### src/rtl/adc_link_defs.svh
`ifndef ADC_LINK_DEFS_SVH
`define ADC_LINK_DEFS_SVH
// Functional notes
// - Both select pins low powers down
// - Host waits mode wake-up before trusting results (code only reports settled_out; results are not gated)
// - Host may start converting right after selection
// - Conversion starts on start-pin rising edge
// - First result invalid; spacing within max period
// - Starts during conversion are ignored
// - Host ends start pulse within max width
// - Echo mode: echo clock, data on falls
// - Echo mode: host shifts on echo rises
// - Echo mode: 16 pulses inside read window
// - Echo mode: data and echo zero in blank
// - Tied echo pin selects self-clocked mode
// - Self mode: 010 header precedes each word
// - Self mode: exactly 18 pulses per window
// - Self mode: burst clock idles high
// - Self mode: bits leave on burst falls
// - Host picks one of three phases
// - Capture timing adapts per converter delay
// - Result is 16 bits, MSB first, twos complement

// Clock rate
`define CLK_NS 100
`define CLK_PER_US 10
// Converter timing
`define MSB_READY_NS 2000
`define MSB_READY_CYC ((`MSB_READY_NS + `CLK_NS - 1) / `CLK_NS)
`define LAST_CLOCK_NS 1000
`define LAST_CLOCK_CYC (`LAST_CLOCK_NS / `CLK_NS)
`define CONV_PERIOD_MAX_NS 50000
`define CONV_PERIOD_MAX_CYC (`CONV_PERIOD_MAX_NS / `CLK_NS)
`define START_HIGH_MAX_NS 500
`define START_HIGH_CYC (`START_HIGH_MAX_NS / `CLK_NS)
// Wake-up times per reference mode
`define WAKE_INT_US 9500000
`define WAKE_EXT12_US 25000
`define WAKE_EXTREF_US 65
`define WAKE_EXTREF_CYC (`WAKE_EXTREF_US * `CLK_PER_US)
// Word and burst layout, reference mode codes
`define ECHO_PULSES 16
`define SELF_PULSES 18
`define SELF_HEADER 3'h2
`define BURST_PERIOD_CYC 6
`define BURST_HALF_CYC 3
`define PHASE_STEP_CYC 2
`define HOST_MARGIN_CYC 2
`define TAIL_PERIODS 3
`define REF_POWER_DOWN 2'h0
`define REF_EXT12 2'h1
`define REF_EXTFULL 2'h2
`define REF_INTERNAL 2'h3
`endif

### src/rtl/adc_link_pkg.sv
package adc_link_pkg;
  typedef enum logic [1:0] {
    D_PD = 2'h0,
    D_IDLE = 2'h1,
    D_CONV = 2'h2
  } dev_state_t;
  typedef enum logic [1:0] {
    H_IDLE = 2'h0,
    H_WAIT = 2'h1,
    H_BURST = 2'h2,
    H_TAIL = 2'h3
  } host_state_t;
endpackage

### src/rtl/adc_link_if.sv
`timescale 1ns/1ps
// Pins between converter and host; the board strap for the echo pin is self_clock_tie
interface adc_link_if;
  logic conversion_start;
  logic burst_clk;
  logic serial_data;
  logic echo_clock_out;
  logic ref_mode_sel_hi;
  logic ref_mode_sel_lo;
  logic self_clock_tie;
  modport device (
    input conversion_start,
    input burst_clk,
    input ref_mode_sel_hi,
    input ref_mode_sel_lo,
    input self_clock_tie,
    output serial_data,
    output echo_clock_out
  );
  modport host (
    output conversion_start,
    output burst_clk,
    output ref_mode_sel_hi,
    output ref_mode_sel_lo,
    output self_clock_tie,
    input serial_data,
    input echo_clock_out
  );
endinterface

### src/rtl/adc_host_end.sv
`timescale 1ns/1ps
`include "adc_link_defs.svh"
module adc_host_end #(
  parameter int WAKE_INT_CYC = `WAKE_INT_US * `CLK_PER_US,
  parameter int WAKE_EXT12_CYC = `WAKE_EXT12_US * `CLK_PER_US
) (
  input wire logic clk_in,
  input wire logic arst_n_in,
  adc_link_if.host link,
  input wire logic start_in,
  input wire logic [1:0] ref_mode_in,
  input wire logic self_mode_in,
  output logic [15:0] result_out,
  output logic result_valid_out,
  output logic header_err_out,
  output logic busy_out,
  output logic settled_out
);
  logic sdata_s;
  logic echo_rise;
  logic done;
  logic smp_en;
  logic clr;
  adc_link_pkg::host_state_t st_r, st_nxt;
  logic [5:0] tmr_r, tmr_nxt;
  logic [2:0] ph_r, ph_nxt;
  logic [4:0] cnt_r, cnt_nxt;
  logic cnv_r, cnv_nxt;
  logic bclk_r, bclk_nxt;
  logic self_r, self_nxt;
  logic busy_nxt;
  logic [1:0] ref_r;
  logic [26:0] wake_r, wake_nxt;
  logic settled_nxt;
  logic [15:0] esr_r, esr_nxt;
  logic [2:0] ok;
  logic [15:0] word [3];
  logic [15:0] res_nxt;
  logic val_nxt, err_nxt;

  // ************************************************
  // Return pin synchronisers
  // ************************************************
  edge_sync u_sd (.clk_in(clk_in), .arst_n_in(arst_n_in), .async_in(link.serial_data),
    .level_out(sdata_s), .rise_out(), .fall_out());
  edge_sync u_eck (.clk_in(clk_in), .arst_n_in(arst_n_in), .async_in(link.echo_clock_out),
    .level_out(), .rise_out(echo_rise), .fall_out());

  // ************************************************
  // Reference mode and wake-up tracking
  // ************************************************
  // Any change into a powered mode restarts the settle wait; starts are still allowed meanwhile
  always_comb begin
    wake_nxt = (wake_r == 27'h0000000) ? wake_r : wake_r - 27'h0000001;
    if (ref_mode_in != ref_r) begin
      case (ref_mode_in)
        `REF_INTERNAL: wake_nxt = 27'(WAKE_INT_CYC);
        `REF_EXT12: wake_nxt = 27'(WAKE_EXT12_CYC);
        `REF_EXTFULL: wake_nxt = 27'(`WAKE_EXTREF_CYC);
        default: wake_nxt = 27'h0000000;
      endcase
    end
    settled_nxt = (ref_mode_in != `REF_POWER_DOWN) && (wake_nxt == 27'h0000000);
  end

  always_ff @(posedge clk_in or negedge arst_n_in) begin
    if (!arst_n_in) begin
      ref_r <= `REF_POWER_DOWN;
      wake_r <= 27'h0000000;
      settled_out <= 1'b0;
    end else begin
      ref_r <= ref_mode_in;
      wake_r <= wake_nxt;
      settled_out <= settled_nxt;
    end
  end

  // ************************************************
  // Start pulse and burst sequencer
  // ************************************************
  // The burst waits past the ready time plus a margin for the converter's own input sync
  always_comb begin
    st_nxt = st_r;
    tmr_nxt = tmr_r;
    ph_nxt = ph_r;
    cnt_nxt = cnt_r;
    cnv_nxt = 1'b0;
    self_nxt = self_r;
    bclk_nxt = self_r;
    busy_nxt = 1'b1;
    done = 1'b0;
    case (st_r)
      adc_link_pkg::H_IDLE: begin
        busy_nxt = 1'b0;
        self_nxt = self_mode_in;
        bclk_nxt = self_mode_in;
        if (start_in) begin
          st_nxt = adc_link_pkg::H_WAIT;
          cnv_nxt = 1'b1;
          tmr_nxt = 6'h00;
          busy_nxt = 1'b1;
        end
      end
      adc_link_pkg::H_WAIT: begin
        tmr_nxt = tmr_r + 6'h01;
        cnv_nxt = (tmr_r < 6'(`START_HIGH_CYC - 1));
        if (tmr_r == 6'(`MSB_READY_CYC + `HOST_MARGIN_CYC - 1)) begin
          st_nxt = adc_link_pkg::H_BURST;
          ph_nxt = 3'h0;
          cnt_nxt = 5'h00;
          bclk_nxt = ~self_r;
        end
      end
      adc_link_pkg::H_BURST: begin
        ph_nxt = (ph_r == 3'(`BURST_PERIOD_CYC - 1)) ? 3'h0 : ph_r + 3'h1;
        bclk_nxt = (ph_nxt < 3'(`BURST_HALF_CYC)) ^ self_r;
        if (ph_r == 3'(`BURST_PERIOD_CYC - 1)) begin
          cnt_nxt = cnt_r + 5'h01;
          // Exact pulse count per mode, then back to the idle level
          if (cnt_r == (self_r ? 5'(`SELF_PULSES - 1) : 5'(`ECHO_PULSES - 1))) begin
            st_nxt = adc_link_pkg::H_TAIL;
            cnt_nxt = 5'h00;
            bclk_nxt = self_r;
          end
        end
      end
      adc_link_pkg::H_TAIL: begin
        ph_nxt = (ph_r == 3'(`BURST_PERIOD_CYC - 1)) ? 3'h0 : ph_r + 3'h1;
        if (ph_r == 3'(`BURST_PERIOD_CYC - 1)) begin
          cnt_nxt = cnt_r + 5'h01;
          if (cnt_r == 5'(`TAIL_PERIODS - 1)) begin
            st_nxt = adc_link_pkg::H_IDLE;
            done = 1'b1;
            busy_nxt = 1'b0;
          end
        end
      end
      default: begin
        st_nxt = adc_link_pkg::H_IDLE;
      end
    endcase
  end

  always_ff @(posedge clk_in or negedge arst_n_in) begin
    if (!arst_n_in) begin
      st_r <= adc_link_pkg::H_IDLE;
      tmr_r <= 6'h00;
      ph_r <= 3'h0;
      cnt_r <= 5'h00;
      cnv_r <= 1'b0;
      bclk_r <= 1'b0;
      self_r <= 1'b0;
      busy_out <= 1'b0;
    end else begin
      st_r <= st_nxt;
      tmr_r <= tmr_nxt;
      ph_r <= ph_nxt;
      cnt_r <= cnt_nxt;
      cnv_r <= cnv_nxt;
      bclk_r <= bclk_nxt;
      self_r <= self_nxt;
      busy_out <= busy_nxt;
    end
  end

  // ************************************************
  // Echo-mode capture
  // ************************************************
  // Data and echo share one sync depth, so the echo rise lands mid-bit
  assign clr = (st_r == adc_link_pkg::H_IDLE) && start_in;
  always_comb begin
    esr_nxt = esr_r;
    if (clr) begin
      esr_nxt = 16'h0000;
    end else if (echo_rise) begin
      esr_nxt = {esr_r[14:0], sdata_s};
    end
  end

  always_ff @(posedge clk_in or negedge arst_n_in) begin
    if (!arst_n_in) begin
      esr_r <= 16'h0000;
    end else begin
      esr_r <= esr_nxt;
    end
  end

  // ************************************************
  // Self-clocked three-phase capture
  // ************************************************
  // Each phase waits for the header one, then takes the zero and sixteen bits
  assign smp_en = (st_r == adc_link_pkg::H_BURST) || (st_r == adc_link_pkg::H_TAIL);
  for (genvar k = 0; k < 3; k++) begin : g_ph
    logic fnd_r, fnd_nxt;
    logic [4:0] pc_r, pc_nxt;
    logic [16:0] pd_r, pd_nxt;
    always_comb begin
      fnd_nxt = fnd_r;
      pc_nxt = pc_r;
      pd_nxt = pd_r;
      if (clr) begin
        fnd_nxt = 1'b0;
        pc_nxt = 5'h00;
        pd_nxt = 17'h00000;
      end else if (smp_en && (ph_r == 3'(k * `PHASE_STEP_CYC))) begin
        if (!fnd_r) begin
          fnd_nxt = sdata_s;
        end else if (pc_r != 5'(`ECHO_PULSES + 1)) begin
          pd_nxt = {pd_r[15:0], sdata_s};
          pc_nxt = pc_r + 5'h01;
        end
      end
    end
    always_ff @(posedge clk_in or negedge arst_n_in) begin
      if (!arst_n_in) begin
        fnd_r <= 1'b0;
        pc_r <= 5'h00;
        pd_r <= 17'h00000;
      end else begin
        fnd_r <= fnd_nxt;
        pc_r <= pc_nxt;
        pd_r <= pd_nxt;
      end
    end
    assign ok[k] = fnd_r && (pc_r == 5'(`ECHO_PULSES + 1)) && !pd_r[16];
    assign word[k] = pd_r[15:0];
  end

  // ************************************************
  // Result hand-off
  // ************************************************
  // The middle phase is preferred since it sits farthest from either bit edge
  always_comb begin
    res_nxt = result_out;
    val_nxt = 1'b0;
    err_nxt = header_err_out;
    if (clr) begin
      err_nxt = 1'b0;
    end else if (done) begin
      val_nxt = 1'b1;
      err_nxt = 1'b0;
      if (!self_r) begin
        res_nxt = esr_r;
      end else if (ok[1]) begin
        res_nxt = word[1];
      end else if (ok[2]) begin
        res_nxt = word[2];
      end else if (ok[0]) begin
        res_nxt = word[0];
      end else begin
        val_nxt = 1'b0;
        err_nxt = 1'b1;
      end
    end
  end

  always_ff @(posedge clk_in or negedge arst_n_in) begin
    if (!arst_n_in) begin
      result_out <= 16'h0000;
      result_valid_out <= 1'b0;
      header_err_out <= 1'b0;
    end else begin
      result_out <= res_nxt;
      result_valid_out <= val_nxt;
      header_err_out <= err_nxt;
    end
  end

  assign link.conversion_start = cnv_r;
  assign link.burst_clk = bclk_r;
  assign link.ref_mode_sel_hi = ref_r[1];
  assign link.ref_mode_sel_lo = ref_r[0];
  assign link.self_clock_tie = self_r;
endmodule

### src/rtl/edge_sync.sv
`timescale 1ns/1ps
module edge_sync (
  input wire logic clk_in,
  input wire logic arst_n_in,
  input wire logic async_in,
  output logic level_out,
  output logic rise_out,
  output logic fall_out
);
  logic [2:0] sh_r;
  logic [2:0] sh_nxt;

  // Stage 0 feeds only stage 1; edges are taken from stages 1 and 2
  always_comb begin
    sh_nxt = {sh_r[1:0], async_in};
  end

  always_ff @(posedge clk_in or negedge arst_n_in) begin
    if (!arst_n_in) begin
      sh_r <= 3'h0;
    end else begin
      sh_r <= sh_nxt;
    end
  end

  assign level_out = sh_r[1];
  assign rise_out = sh_r[1] & ~sh_r[2];
  assign fall_out = ~sh_r[1] & sh_r[2];
endmodule
### src/flat_wrapper.sv
// flat-port wrapper written by rule: the top's interface ports become plain ports
module adc_host_end_flat 
#(
  parameter int WAKE_INT_CYC = `WAKE_INT_US * `CLK_PER_US,
  parameter int WAKE_EXT12_CYC = `WAKE_EXT12_US * `CLK_PER_US
)
  (clk_in, arst_n_in, start_in, ref_mode_in, self_mode_in, result_out, result_valid_out, header_err_out, busy_out, settled_out, link_conversion_start, link_burst_clk, link_ref_mode_sel_hi, link_ref_mode_sel_lo, link_self_clock_tie, link_serial_data, link_echo_clock_out);
  adc_link_if link_i ();
  input wire logic clk_in;
  input wire logic arst_n_in;
  input wire logic start_in;
  input wire logic [1:0] ref_mode_in;
  input wire logic self_mode_in;
  output logic [15:0] result_out;
  output logic result_valid_out;
  output logic header_err_out;
  output logic busy_out;
  output logic settled_out;
  output wire logic [$bits(link_i.conversion_start)-1:0] link_conversion_start;
  output wire logic [$bits(link_i.burst_clk)-1:0] link_burst_clk;
  output wire logic [$bits(link_i.ref_mode_sel_hi)-1:0] link_ref_mode_sel_hi;
  output wire logic [$bits(link_i.ref_mode_sel_lo)-1:0] link_ref_mode_sel_lo;
  output wire logic [$bits(link_i.self_clock_tie)-1:0] link_self_clock_tie;
  input wire logic [$bits(link_i.serial_data)-1:0] link_serial_data;
  input wire logic [$bits(link_i.echo_clock_out)-1:0] link_echo_clock_out;
  assign link_conversion_start = link_i.conversion_start;
  assign link_burst_clk = link_i.burst_clk;
  assign link_ref_mode_sel_hi = link_i.ref_mode_sel_hi;
  assign link_ref_mode_sel_lo = link_i.ref_mode_sel_lo;
  assign link_self_clock_tie = link_i.self_clock_tie;
  assign link_i.serial_data = link_serial_data;
  assign link_i.echo_clock_out = link_echo_clock_out;
  adc_host_end #(.WAKE_INT_CYC(WAKE_INT_CYC), .WAKE_EXT12_CYC(WAKE_EXT12_CYC)) u_core (.clk_in(clk_in), .arst_n_in(arst_n_in), .link(link_i), .start_in(start_in), .ref_mode_in(ref_mode_in), .self_mode_in(self_mode_in), .result_out(result_out), .result_valid_out(result_valid_out), .header_err_out(header_err_out), .busy_out(busy_out), .settled_out(settled_out));
endmodule
### config.mk
export PLATFORM = sky130hd
export DESIGN_NAME = adc_host_end_flat
export DESIGN_NICKNAME = d
export VERILOG_FILES = /design/src/rtl/adc_link_pkg.sv /design/src/rtl/adc_link_if.sv /design/src/rtl/adc_host_end.sv /design/src/rtl/edge_sync.sv /design/src/flat_wrapper.sv
export VERILOG_INCLUDE_DIRS = /design/src /design/src/rtl
export SDC_FILE = /design/constraint.sdc
export NUM_CORES = 1
export LEC_CHECK = 0
export ABC_AREA = 0
export ABC_CLOCK_PERIOD_IN_PS = 5000
export BUFFER_PORTS_ARGS = -buffer_cell sky130_fd_sc_hd__buf_2
export CORE_MARGIN = 5
export CORE_UTILIZATION = 27
export CTS_CLUSTER_DIAMETER = 200
export CTS_CLUSTER_SIZE = 30
export DETAILED_ROUTE_END_ITERATION = 8
export GPL_TIMING_DRIVEN = 1
export HOLD_SLACK_MARGIN = 0.12
export PLACE_DENSITY = 0.45
export SETUP_SLACK_MARGIN = 0.5
export SLEW_MARGIN = 25
export SYNTH_ARGS = -nofsm -noshare
export SYNTH_HDL_FRONTEND = slang
export SYNTH_SLANG_ARGS = --single-unit
### constraint.sdc
create_clock -name clk_in -period 5 [get_ports clk_in]
set_input_delay 0.75 -clock clk_in [delete_from_list [all_inputs] [get_ports clk_in]]
set_output_delay 0.75 -clock clk_in [all_outputs]
set_load 0.01 [all_outputs]
## Word level (Yosys, flattened, before mapping)

Cells that the tools add are included.

- Word-level logic and storage cells: 193
- Bits in writable memories: 0
- Bits in registers: 158
- Bits in read-only memories: 0
- Input port bits: 8
- Memories kept: 0
- Bits in latches: 0
- Output and inout bits: 25

- $lt $le $gt $ge: 2
- Reduce and logical (&&, ||, !) cells: 43
- Div/mod/pow operators: 0
- Shift-type cells: 0
- Bitwise operators: 5
- Equality and inequality tests: 26
- Multiplexer cells: 84
- Add/sub/neg operators: 7
- $mul: 0

Operator list:

| cell | count |
|---|---|
| 17-bit 2-to-1 mux | 12 |
| 16-bit 2-to-1 mux | 6 |
| 5-bit 2-to-1 mux | 17 |
| 27-bit case mux with 3 select lines | 1 |
| 27-bit zero test | 2 |
| 27-bit 2-to-1 mux | 2 |
| 1-bit 2-to-1 mux | 30 |
| 2-bit nonzero test | 14 |
| 27-bit by 1-bit subtractor with 27-bit output, second input constant | 1 |
| 5-bit by 1-bit adder with 5-bit output, second input constant | 4 |
| 5-bit == test, second input constant | 3 |
| 5-bit inequality test, second input constant | 3 |
| 5-bit case mux with 3 select lines | 1 |
| 2-bit 2-to-1 mux | 6 |
| 6-bit case mux with 2 select lines | 1 |
| 3-bit AND reduction | 4 |
| 1-bit logical AND | 11 |
| 2-bit by 1-bit inequality test with 1-bit output, second input constant | 5 |
| 2-bit == test, second input constant | 4 |
| 2-bit case mux with 4 select lines | 1 |
| 6-bit by 1-bit adder with 6-bit output, second input constant | 1 |
| 3-bit == test, second input constant | 2 |
| 6-bit by 5-bit == test with 1-bit output, second input constant | 1 |
| 6-bit by 3-bit less-than comparator with 1-bit output, second input constant | 1 |
| 26 further kinds | 34 |

## Depth between registers and ports, before layout

Gate-level depths: netlist of the first run.

- Depth after elaboration: 9
- Mapped depth: 10
- Depth with buffers taken out: 9

## By module

A second synthesis of the first run with hierarchy kept.

- Cells, all modules: 828
- Area, all modules: 7947.6 um^2

By module, submodules not included:

| module | times used | seq. area each (um^2) | area each (um^2) | cells an instance |
|---|---|---|---|---|
| adc_host_end | 1 | 3828.7 | 7767.4 | 818 |
| edge_sync | 2 | 75.1 | 90.1 | 5 |

## Worst setup path after synthesis of the first run

Ideal clock, no wire load.

- Path type: register to register
- From: reg u_core.wake_r[0]
- To: reg u_core.settled_out
- Slack: 2239 ps
- Arrival time: 2666 ps
- Cell stages (with the launch flop): 10
- Setup time: 96 ps
- Buffers on the path: 0
- Required time: 4904 ps
- Cell sequence: dfrtp_1 > inv_1 > ha_1 > or4b_4 > or3_4 > nor4_1 > xnor2_1 > o21ai_1 > or4_1 > nor4_2

- Word-level cells in the longest chain between the ends: 5
- Elaborated cells between the ends (all ways): 6

Ends and longest elaborated chain:

| item | RTL line | source |
|---|---|---|
| from (decl) | adc_host_end.sv:33 | `logic [26:0] wake_r, wake_nxt;` |
| from (signal assigned) | adc_host_end.sv:73 | `wake_r <= wake_nxt;` |
| 27-bit by 1-bit subtractor with 27-bit output or 27-bit zero test (tied branches) | adc_host_end.sv:54 | `wake_nxt = (wake_r == 27'h0000000) ? wake_r : wake_r - 27'h0000001;` |
| 27-bit 2-to-1 mux (*) | adc_host_end.sv:54 |  |
| 27-bit 2-to-1 mux (*) | adc_host_end.sv:55 | `if (ref_mode_in != ref_r) begin` |
| via u_core.wake_nxt[26] | adc_host_end.sv:33 |  |
| 27-bit zero test (*) | adc_host_end.sv:63 | `` settled_nxt = (ref_mode_in != `REF_POWER_DOWN) && (wake_nxt == 27'h0000000); `` |
| 1-bit logical AND (*) | adc_host_end.sv:63 |  |
| via u_core.settled_nxt | adc_host_end.sv:34 | `logic settled_nxt;` |
| to (signal assigned) | adc_host_end.sv:74 | `settled_out <= settled_nxt;` |
| to (decl) | adc_host_end.sv:17 | `output logic settled_out` |

The timed path passes the listed nets; every way through them passes the cells marked *.
A chain may end at the register's enable or synchronous reset.

## Final worst setup path of the first run

- From: reg u_core.wake_r[11]
- To: reg u_core.settled_out

The elaborated chain is that of the path after synthesis.

==> results.toml, run 1 <==
[sta]
finalSetupViolCount = 0
period_minus_slack_ps = 3140
hold_violations = 0
worstMarginPinSlew_ps = 972
min_period_over_period = 0.629
skew_ps = 12.5
timing.fmax_mhz = 318
layout_setup_ws_ps = 1860
fin_setup_tns_ps = 0
rsz0062_at_grt = "no"
finalMaxSlewViolations = 0
slew_headroom = 0.352
holdWs_ps = 335

[global_route]
grt_pass1_wl_mm = 33.0
gr-usage-all-layers = 0.121
grt_pass1_vias = 6036
gr-total-overflow = 0
grt_max_degree = 68
antenna_found_initial = 0

[logic_synthesis]
synth_edf_count = 0
synth_top_family_by_area = "simple AND/OR/NAND/NOR gates"
synthCells = 856
synthAdderAreaFrac = 0.0253
yosys.area.top_type = "dfrtp_1"
synth-seq-cells = 158
syn_area_sq_um = 7910
synth-simple-area-share = 0.210
synthesis.area_per_instance_sq_um = 9.24
synth_cell_types = 67
synth.mux.area_fraction = 0.0525
ys.flop_type = "dfrtp_1"
synth_seq_area_share = 0.500
yosys-top-cells-area = "dfrtp_1 (50%), nand2_1 (7.9%), a21oi_1 (7.5%), mux2i_1 (4.7%), nor2_1 (4.1%)"
synth_compound_area_frac = 0.137
yosys_warnings = 0
synth.top_cell.area_share = 0.500
synth_xor_area_frac = 0.0388
syn-num-nets = 880
async_reset_ff_frac = 1.00

[pwr]
p_leak_nw = 3.85
powerDensity_nw_per_um2 = 424
vdd_ir_drop_max_mv = 0.191

[detailed_routing]
dr.first_iter.drc_count = 359
drtAntennaViolNets = 0
post_drt_via_cell_ratio = 4.81
drtPass1Iterations = 4
post_drt_wl_per_cell_um = 15.4
routed-via-count = 6060
route.detailed.drc = 0
wirelength_mm = 19.5

[worst_setup_path]
cp-startpoint = "u_core.wake_r[11]$_DFF_PN0_"
reg2reg_slack_ps = 1860
r2r_start = "u_core.wake_r[11]$_DFF_PN0_"
cp.arrival_ps = 3480
cp-start-kind = "register"
cp.required_ps = 5340
reg2reg_to = "u_core.settled_out$_DFF_PN0_"
r2r_cells = 7
critical_path_class = "register to register"
worstPathMaxFanout = 14
end_kind = "register"

[placed_design]
portBuffers = 32
dp_slack_ps = 1860
gp_congestion = 0.763
dpl.hpwl_mm = 12.7
place_inst = 1228

[cts]
hold_buffers = 0
h-tree-depth = 4
cts_tree = "built"
ctsResizeCount = 0
path_clk_slew_ps = 70
cts-root-buf = "clkbuf_16"
numCtsBuffers = 17
clockBufferDepth = 2
insertion_delay_ps = 430
cts_sinks = 158
cts_setup_buffers = 0

[layout]
mostFrequentLayoutCells = "nand2_1 (166), dfrtp_1 (158), a21oi_1 (118), nor2_1 (87), mux2i_1 (37)"
fill_cells = 2996
finalNetCount = 887
diodes = 0
layout-drive-gt1-share = 0.112
multi_input_area_sq_um = 3680
regArea_sq_um = 3950
final_common_cell = "nand2_1"
layout.cells.non_filler = 1260
area_delta_synth_final_pct = 13.8

[floorplanning]
die_area_sq_um = 32800
die_w_um = 181
start_util = 0.275
die_height_um = 181
rows = 62
boundaryPins = 33
core-area_sq_um = 28800

[run_status]
outcome = "finished clean"

[min_path]
hold_class = "input port to async pin"

[flow_run]
maxCapViolations = 0
## cell families (layout without fill, tap and decap cells)
family / Yosys count / count (layout)
simple gates: 357 / 357
compound gates: 185 / 185
flops: 158 / 158
buf+inv: 64 / 84
mux: 41 / 41
xor+xnor: 35 / 35
fa+ha+maj: 16 / 16
## critical path: stages, from the launching register on
cell	delay, ps
dfrtp_1	490
nor4_4	430
nand4_1	560
o2111ai_1	610
or4_1	170
nand3_1	90
or4_1	560
nor4_2	150
## cells in the mapped netlist (15+ instances only)
| cell | number |
|---|---|
| a21oi_1 | 118 |
| clkbuf_1 | 35 |
| dfrtp_1 | 158 |
| ha_1 | 16 |
| mux2i_1 | 37 |
| nand2_1 | 166 |
| nand3_1 | 19 |
| nor2_1 | 87 |
| nor3_1 | 16 |
| o21ai_0 | 18 |
| xnor2_1 | 15 |
| xor2_1 | 20 |
## stage by stage
step	cell area [sq um]	util	power, mW
finish	9000	0.313	3.82
global route	9000	0.313	4.07
CTS	9000	0.313	3.88
detailed placement	8380	0.291	2.46
global placement	8380	0.291	2.47
floorplan	7910	-	2.21
## per-layer routing
metal	track usage	part of all wire	up-vias
li1	-	-	2985
met1	0.168	0.49	2973
met2	0.196	0.48	85
met3	0.0231	0.027	17
met4	0.0294	0.0090	0
met5	0	0	-
## how the worst max path moves through the flow
stage | endpoint | depth (start not counted)
3_3_place_gp | u_core.settled_out$_DFF_PN0_ | 7
3_5_place_dp | u_core.settled_out$_DFF_PN0_ | 7
6_report | u_core.settled_out$_DFF_PN0_ | 7
5_1_grt | u_core.settled_out$_DFF_PN0_ | 7
2_1_floorplan | u_core.settled_out$_DFF_PN0_ | 9
4_1_cts | u_core.settled_out$_DFF_PN0_ | 7
## where the power goes
part	internal [mW]	total [mW]	switching, mW
sequential	1.41	1.55	0.140
clock	0.807	1.39	0.587
combinational	0.324	0.876	0.552
total	2.54	3.82	1.28
## layout make-up
cell class | instances | area share
clock buffers | 17 | 0.0473
clock inverters | 15 | 0.0222
inverters | 14 | 0.00584
multi-input cells | 634 | 0.409
flip-flops and latches | 158 | 0.439
well taps | 384 | 0.0534
repair buffers | 38 | 0.0235
## registers in the layout, summed over array words and instances, names as in the netlist, 5 cells and up
signal             cells
u_core.g_ph.pc_r      15
u_core.wake_r         27
u_core.g_ph.pd_r      51
u_core.cnt_r           5
u_core.esr_r          16
u_core.tmr_r           6
u_core.result_out     16
(Power assumes the default switching activity.)
==> inputs of run 2 (changes only) <==
--- a/config.mk
+++ b/config.mk
@@ -6,8 +6,8 @@
 export SDC_FILE = /design/constraint.sdc
 export NUM_CORES = 1
 export LEC_CHECK = 0
-export ABC_AREA = 0
-export ABC_CLOCK_PERIOD_IN_PS = 5000
+export ABC_AREA = 1
+export ABC_CLOCK_PERIOD_IN_PS = 3200
 export BUFFER_PORTS_ARGS = -buffer_cell sky130_fd_sc_hd__buf_2
 export CORE_MARGIN = 5
 export CORE_UTILIZATION = 27
==> constraint.sdc (replaced) <==
create_clock -name clk_in -period 3.2 [get_ports clk_in]
set_input_delay 0.48 -clock clk_in [delete_from_list [all_inputs] [get_ports clk_in]]
set_output_delay 0.48 -clock clk_in [all_outputs]
set_load 0.01 [all_outputs]
==> run 2 against run 1 <==
Synthesized cell count increased by 13%. Clock power increased by 45%. Cell count increased by 11%. Sequential share of layout area decreased by 0.67 points. Die area increased by 0.72%. Worst setup slack got worse by 990 ps. Count of clock-buffer cells in the layout increased by 4. Clock skew about the same. Highest routed layer unchanged.
==> results.toml, run 2 <==
[sta]
holdWs_ps = 156
rsz0062_at_grt = "no"
skew_ps = 12.0
slew_headroom = 0.470
finalSetupViolCount = 0
fin_setup_tns_ps = 0
finalMaxSlewViolations = 0
worstMarginPinSlew_ps = 794
min_period_over_period = 0.730
hold_violations = 0
timing.fmax_mhz = 428
period_minus_slack_ps = 2340

[pwr]
powerDensity_nw_per_um2 = 502
power_mw = 4.59
p_leak_nw = 4.58
vdd_ir_drop_max_mv = 0.391

[cts]
h-tree-depth = 4
cts-root-buf = "clkbuf_16"
cts_setup_buffers = 0
cts_tree = "built"
insertion_delay_ps = 420
numCtsBuffers = 17
clockBufferDepth = 2
cts_sinks = 158
path_clk_slew_ps = 70

[global_route]
antenna_found_initial = 0
grt_pass1_wl_mm = 35.5
grt_max_degree = 61
grt_pass1_vias = 6615
gr-usage-all-layers = 0.132
gr-total-overflow = 0

[logic_synthesis]
yosys.area.top_type = "dfrtp_1"
synth.top_cell.area_share = 0.496
synth_seq_area_share = 0.496
synth-seq-cells = 158
synth_edf_count = 0
synthAdderAreaFrac = 0.0251
yosys_warnings = 0
syn-num-nets = 995
async_reset_ff_frac = 1.00
synth_common_cells = "nand2_1 (202), dfrtp_1 (158), inv_1 (134)"
synth_cell_types = 41
synthesis.area_per_instance_sq_um = 8.21
synth_xor_area_frac = 0.00879
synthCells = 971
synth-simple-area-share = 0.253
syn_area_sq_um = 7970
synth_top_family_by_area = "simple AND/OR/NAND/NOR gates"
synth.mux.area_fraction = 0
synth_most_common_cell = "nand2_1"
synth_compound_area_frac = 0.131
ys.flop_type = "dfrtp_1"
yosys-top-cells-area = "dfrtp_1 (50%), nand2_1 (9.5%), inv_1 (6.3%), o21ai_0 (4.9%), nand3_1 (4.6%)"

[worst_setup_path]
cp.required_ps = 3490
critical_path_class = "register to register"
end_kind = "register"
worstPathMaxFanout = 12
cp.arrival_ps = 2630
cp-start-kind = "register"

[detailed_routing]
post_drt_wl_per_cell_um = 15.1
drtAntennaViolNets = 0
post_drt_via_cell_ratio = 4.63
dr.first_iter.drc_count = 431
routed-via-count = 6474
drtPass1Iterations = 5
wirelength_mm = 21.1
route.detailed.drc = 0

[layout]
largest_reg_flops = 51
area_delta_synth_final_pct = 14.7
fin_area_sq_um = 9140
final_common_cell = "nand2_1"
diodes = 0
largest_register = "u_core.g_ph.pd_r"
finalNetCount = 1025
top_regs = "u_core.g_ph.pd_r x51, u_core.wake_r x27"
fin_util = 0.316
layout-drive-gt1-share = 0.115
mostFrequentLayoutCells = "nand2_1 (200), dfrtp_1 (158), inv_1 (133), nor2_1 (80), o21ai_0 (78)"

[placed_design]
portBuffers = 32
dpl.hpwl_mm = 14.9
dpl_cell_area_sq_um = 8550
gp_congestion = 0.831

[floorplanning]
die_area_sq_um = 33000
die_w_um = 182
die_height_um = 182
rows = 62
boundaryPins = 33
start_util = 0.275
core-area_sq_um = 28900

[run_status]
outcome = "finished clean"

[min_path]
hold_class = "input port to register"

[flow_run]
maxCapViolations = 0
run 2: cell count changes after synthesis, moves of 15 or more:
cell | before | now
a21oi_1 | 118 | 30
a22oi_1 | 1 | 16
clkbuf_1 | 35 | 19
inv_1 | 14 | 134
mux2i_1 | 37 | 0
nand2_1 | 166 | 202
nand3_1 | 19 | 74
o21ai_0 | 18 | 78
o22ai_1 | 1 | 22
xor2_1 | 20 | 5
run 2: per-stage QoR:
step           std cells  setup WS (ps)
4_1_cts             1397            604
3_5_place_dp        1365            620
5_1_grt             1397            593
3_3_place_gp        1365            737
2_1_floorplan        971           1370
6_report            1397            863
run 2: routing by layer:
layer,vias to the layer above,wire length [um],GRT usage
li1,3253,-,-
met1,3134,10100,0.181
met2,73,10100,0.217
met3,14,578,0.0252
met4,0,274,0.0303
met5,-,0,0
run 2: worst paths after layout:
path | startpoint | depth (start not counted) | slack, ps | to
max | u_core.st_r[0]$_DFFE_PN0P_ | 9 | 860 | u_core.g_ph[1].pd_r[13]$_DFFE_PN0P_
min | link_echo_clock_out | 1 | 160 | u_core.u_eck.sh_r[0]$_DFF_PN0_
max reg2reg | u_core.st_r[0]$_DFFE_PN0P_ | 9 | 860 | u_core.g_ph[1].pd_r[13]$_DFFE_PN0P_
min reg2reg | u_core.u_eck.sh_r[0]$_DFF_PN0_ | 0 | 350 | u_core.u_eck.sh_r[1]$_DFF_PN0_
max in group asynchronous | arst_n_in | 3 | 1860 | u_core.g_ph[0].pd_r[12]$_DFFE_PN0P_
min in group asynchronous | arst_n_in | 2 | 590 | u_core.wake_r[0]$_DFF_PN0_
run 2: power breakdown:
| group | internal, mW | switching [mW] | total, mW |
|---|---|---|---|
| clock | 1.13 | 0.890 | 2.02 |
| sequential | 2.08 | 0.0637 | 2.14 |
| combinational | 0.134 | 0.300 | 0.433 |
run 2: cell type report:
cell class | instances | area [sq um]
multi-input cells | 640 | 3340
repair buffers | 44 | 272
clock buffers | 21 | 460
fillers | 3101 | 19800
clock inverters | 10 | 106
well taps | 384 | 480
inverters | 140 | 529
flip-flops and latches | 158 | 3950
run 2: timing repair:
item | CTS | global route
hold buffers | 1 | 0
endpoints found under the setup margin | 0 | 9
endpoints found under the hold margin | 50 | 0
resized for setup | 0 | 3
run 2: cell families after synthesis:
family,Yosys count
buffers and inverters,173
AOI/OAI and AO/OA,180
DFF,158
adders and majority gates,16
and+or+nand+nor,436
xor gates and xnor gates,8
run 2: critical path, cell delays in order (launching register included):
cell     delay [ps]
dfrtp_1         400
inv_1           100
ha_1            220
nor2_1          130
nor4_1          360
nand3_2         340
nand2_2         300
inv_1           190
nand2_1         100
o31ai_1          60
==> inputs of run 3 (changes only) <==
--- a/config.mk
+++ b/config.mk
@@ -6,8 +6,8 @@
 export SDC_FILE = /design/constraint.sdc
 export NUM_CORES = 1
 export LEC_CHECK = 0
-export ABC_AREA = 1
-export ABC_CLOCK_PERIOD_IN_PS = 3200
+export ABC_AREA = 0
+export ABC_CLOCK_PERIOD_IN_PS = 1900
 export BUFFER_PORTS_ARGS = -buffer_cell sky130_fd_sc_hd__buf_2
 export CORE_MARGIN = 5
 export CORE_UTILIZATION = 27
@@ -16,7 +16,7 @@
 export DETAILED_ROUTE_END_ITERATION = 8
 export GPL_TIMING_DRIVEN = 1
 export HOLD_SLACK_MARGIN = 0.12
-export PLACE_DENSITY = 0.45
+export PLACE_DENSITY = 0.47
 export SETUP_SLACK_MARGIN = 0.5
 export SLEW_MARGIN = 25
 export SYNTH_ARGS = -nofsm -noshare
==> constraint.sdc (replaced) <==
create_clock -name clk_in -period 1.9 [get_ports clk_in]
set_input_delay 0.285 -clock clk_in [delete_from_list [all_inputs] [get_ports clk_in]]
set_output_delay 0.285 -clock clk_in [all_outputs]
set_load 0.01 [all_outputs]
==> run 3 against run 2 <==
The flow now finishes with violations (negative setup slack). Clock power up 90%. Hold slack lost 23 ps. Cell count rose by 9.7%. Worst setup slack got worse by 1600 ps. Sequential cell count is the same. First-iteration DRC count grew 8.4%. Final area grew 52%. Clock skew is 1.5 ps higher. Critical path depth increased by 2. Total power increased to 3.1 times the previous value. Wire length is 32% higher. Utilization up 17 points. Critical path type unchanged. Largest cell class is now multi-input combinational cells.
==> results.toml, run 3 (same netlist as run 1, synthesis figures left out) <==
[run_status]
outcome = "finished with violations"
violations = "negative setup slack"

[detailed_routing]
drtAntennaViolNets = 0
post_drt_wl_per_cell_um = 18.2
routed-via-count = 7508
drtPass1Iterations = 5
wirelength_mm = 27.9
route.detailed.drc = 0
post_drt_via_cell_ratio = 4.90
dr.first_iter.drc_count = 467

[worst_setup_path]
cp.arrival_ps = 2990
reg2reg_slack_ps = -730
r2r_cells = 11
worst_path_max_delay_cell = "or4_1"
r2r_start = "u_core.wake_r[0]$_DFF_PN0_"
critical_path_class = "register to register"
cp.required_ps = 2260
crit_chain = "inv_2 > buf_4 > ha_2 > nor4b_4 > buf_4 > and4_4 > a211o_1 > xor2_2 > a21oi_2 > or4_1 > nor4_2"
cp-start-kind = "register"
reg2reg_to = "u_core.settled_out$_DFF_PN0_"
path_buf_inv = 3
crit_family = "simple AND/OR/NAND/NOR gates"
worstPathMaxFanout = 5
end_kind = "register"
max_stage_delay_ps = 520
cp_common_cell = "buf_4"
cp-startpoint = "u_core.wake_r[0]$_DFF_PN0_"

[sta]
timing.fmax_mhz = 380
period_minus_slack_ps = 2630
layout_setup_ws_ps = -729
hold_violations = 0
skew_ps = 13.5
min_period_over_period = 1.38
finalMaxSlewViolations = 0
slew_headroom = 0.560
rsz0062_at_grt = "yes"
worstMarginPinSlew_ps = 660
fin_setup_tns_ps = -8720
finalSetupViolCount = 44

[layout]
top_regs = "u_core.g_ph.pd_r x51, u_core.wake_r x27"
diodes = 0
multi_input_area_sq_um = 5470
mostFrequentLayoutCells = "buf_4 (156), dfrtp_1 (153), a21oi_2 (96), nand2_1 (84), buf_6 (68)"
area_delta_synth_final_pct = 75.2
largest_register = "u_core.g_ph.pd_r"
fill_cells = 2539
largest_reg_flops = 51
fin_util = 0.481
regArea_sq_um = 3960
finalNetCount = 1159
layout-drive-gt1-share = 0.586
fin_area_sq_um = 13900
final_common_cell = "buf_4"

[floorplanning]
start_util = 0.275
die_area_sq_um = 32800
die_w_um = 181
boundaryPins = 33
core-area_sq_um = 28800
rows = 62
die_height_um = 181

[flow_run]
maxCapViolations = 0

[min_path]
holdPathEnd = "u_core.ref_r[1]$_DFF_PN0_"
holdPathStages = 2
hold_class = "input port to register"
hp-start = "ref_mode_in[1]"

[cts]
path_clk_slew_ps = 70
cts_sinks = 158
insertion_delay_ps = 450
h-tree-depth = 4
clockBufferDepth = 2
cts-root-buf = "clkbuf_16"
cts_tree = "built"
numCtsBuffers = 17

[placed_design]
portBuffers = 32
dpl_cell_area_sq_um = 9840
dpl.hpwl_mm = 14.6
gp_congestion = 0.821

[pwr]
power_mw = 14.4
p_leak_nw = 6.13
powerDensity_nw_per_um2 = 1040
vdd_ir_drop_max_mv = 0.692

[global_route]
grt_max_degree = 41
grt_pass1_vias = 7439
gr-usage-all-layers = 0.156
grt_pass1_wl_mm = 41.0
antenna_found_initial = 0
gr-total-overflow = 0
## run 3: cell type report
type | count | area share
Clock buffer | 18 | 0.0310
Clock inverter | 14 | 0.0146
Inverter | 14 | 0.00397
Multi-Input combinational cell | 635 | 0.395
Sequential cell | 158 | 0.286
Tap cell | 384 | 0.0347
Timing Repair Buffer | 309 | 0.235
## run 3: how the worst max path moves through the flow
stage / end / slack (ps) / cells after the start
final: u_core.settled_out$_DFF_PN0_ / -730 / 11
after global routing: u_core.settled_out$_DFF_PN0_ / -870 / 9
after CTS: u_core.settled_out$_DFF_PN0_ / -750 / 9
after detailed placement: u_core.settled_out$_DFF_PN0_ / -760 / 9
after global placement: u_core.settled_out$_DFF_PN0_ / -660 / 9
after floorplan: u_core.settled_out$_DFF_PN0_ / -660 / 9
## run 3: where the power goes
part	total, mW	internal (mW)	switching (mW)
registers	4.08	3.72	0.369
logic	6.43	3.47	2.96
clock network	3.84	2.23	1.61
total	14.4	9.42	4.95
## run 3: repair_timing
action	CTS	global route
hold endpoints to repair	38	0
hold buffers	5	0
resized for setup	297	211
buffers inserted	53	41
setup endpoints to repair	149	151
cloned	17	7
pin swaps	107	108
## run 3: routing by layer
layer,track usage,up-vias,wire (um)
li1,-,3541,-
met1,0.196,3798,11500
met2,0.276,132,14800
met3,0.0255,37,834
met4,0.0453,0,671
met5,0,-,0
## run 3: metrics by stage
stage               setup WS, ps  hold slack, ps  cells
floorplan                   -656           -10.6    856
finish                      -729             132   1532
detailed placement          -759             257   1377
global placement            -664             250   1377
CTS                         -745             124   1484
global route                -875             144   1532
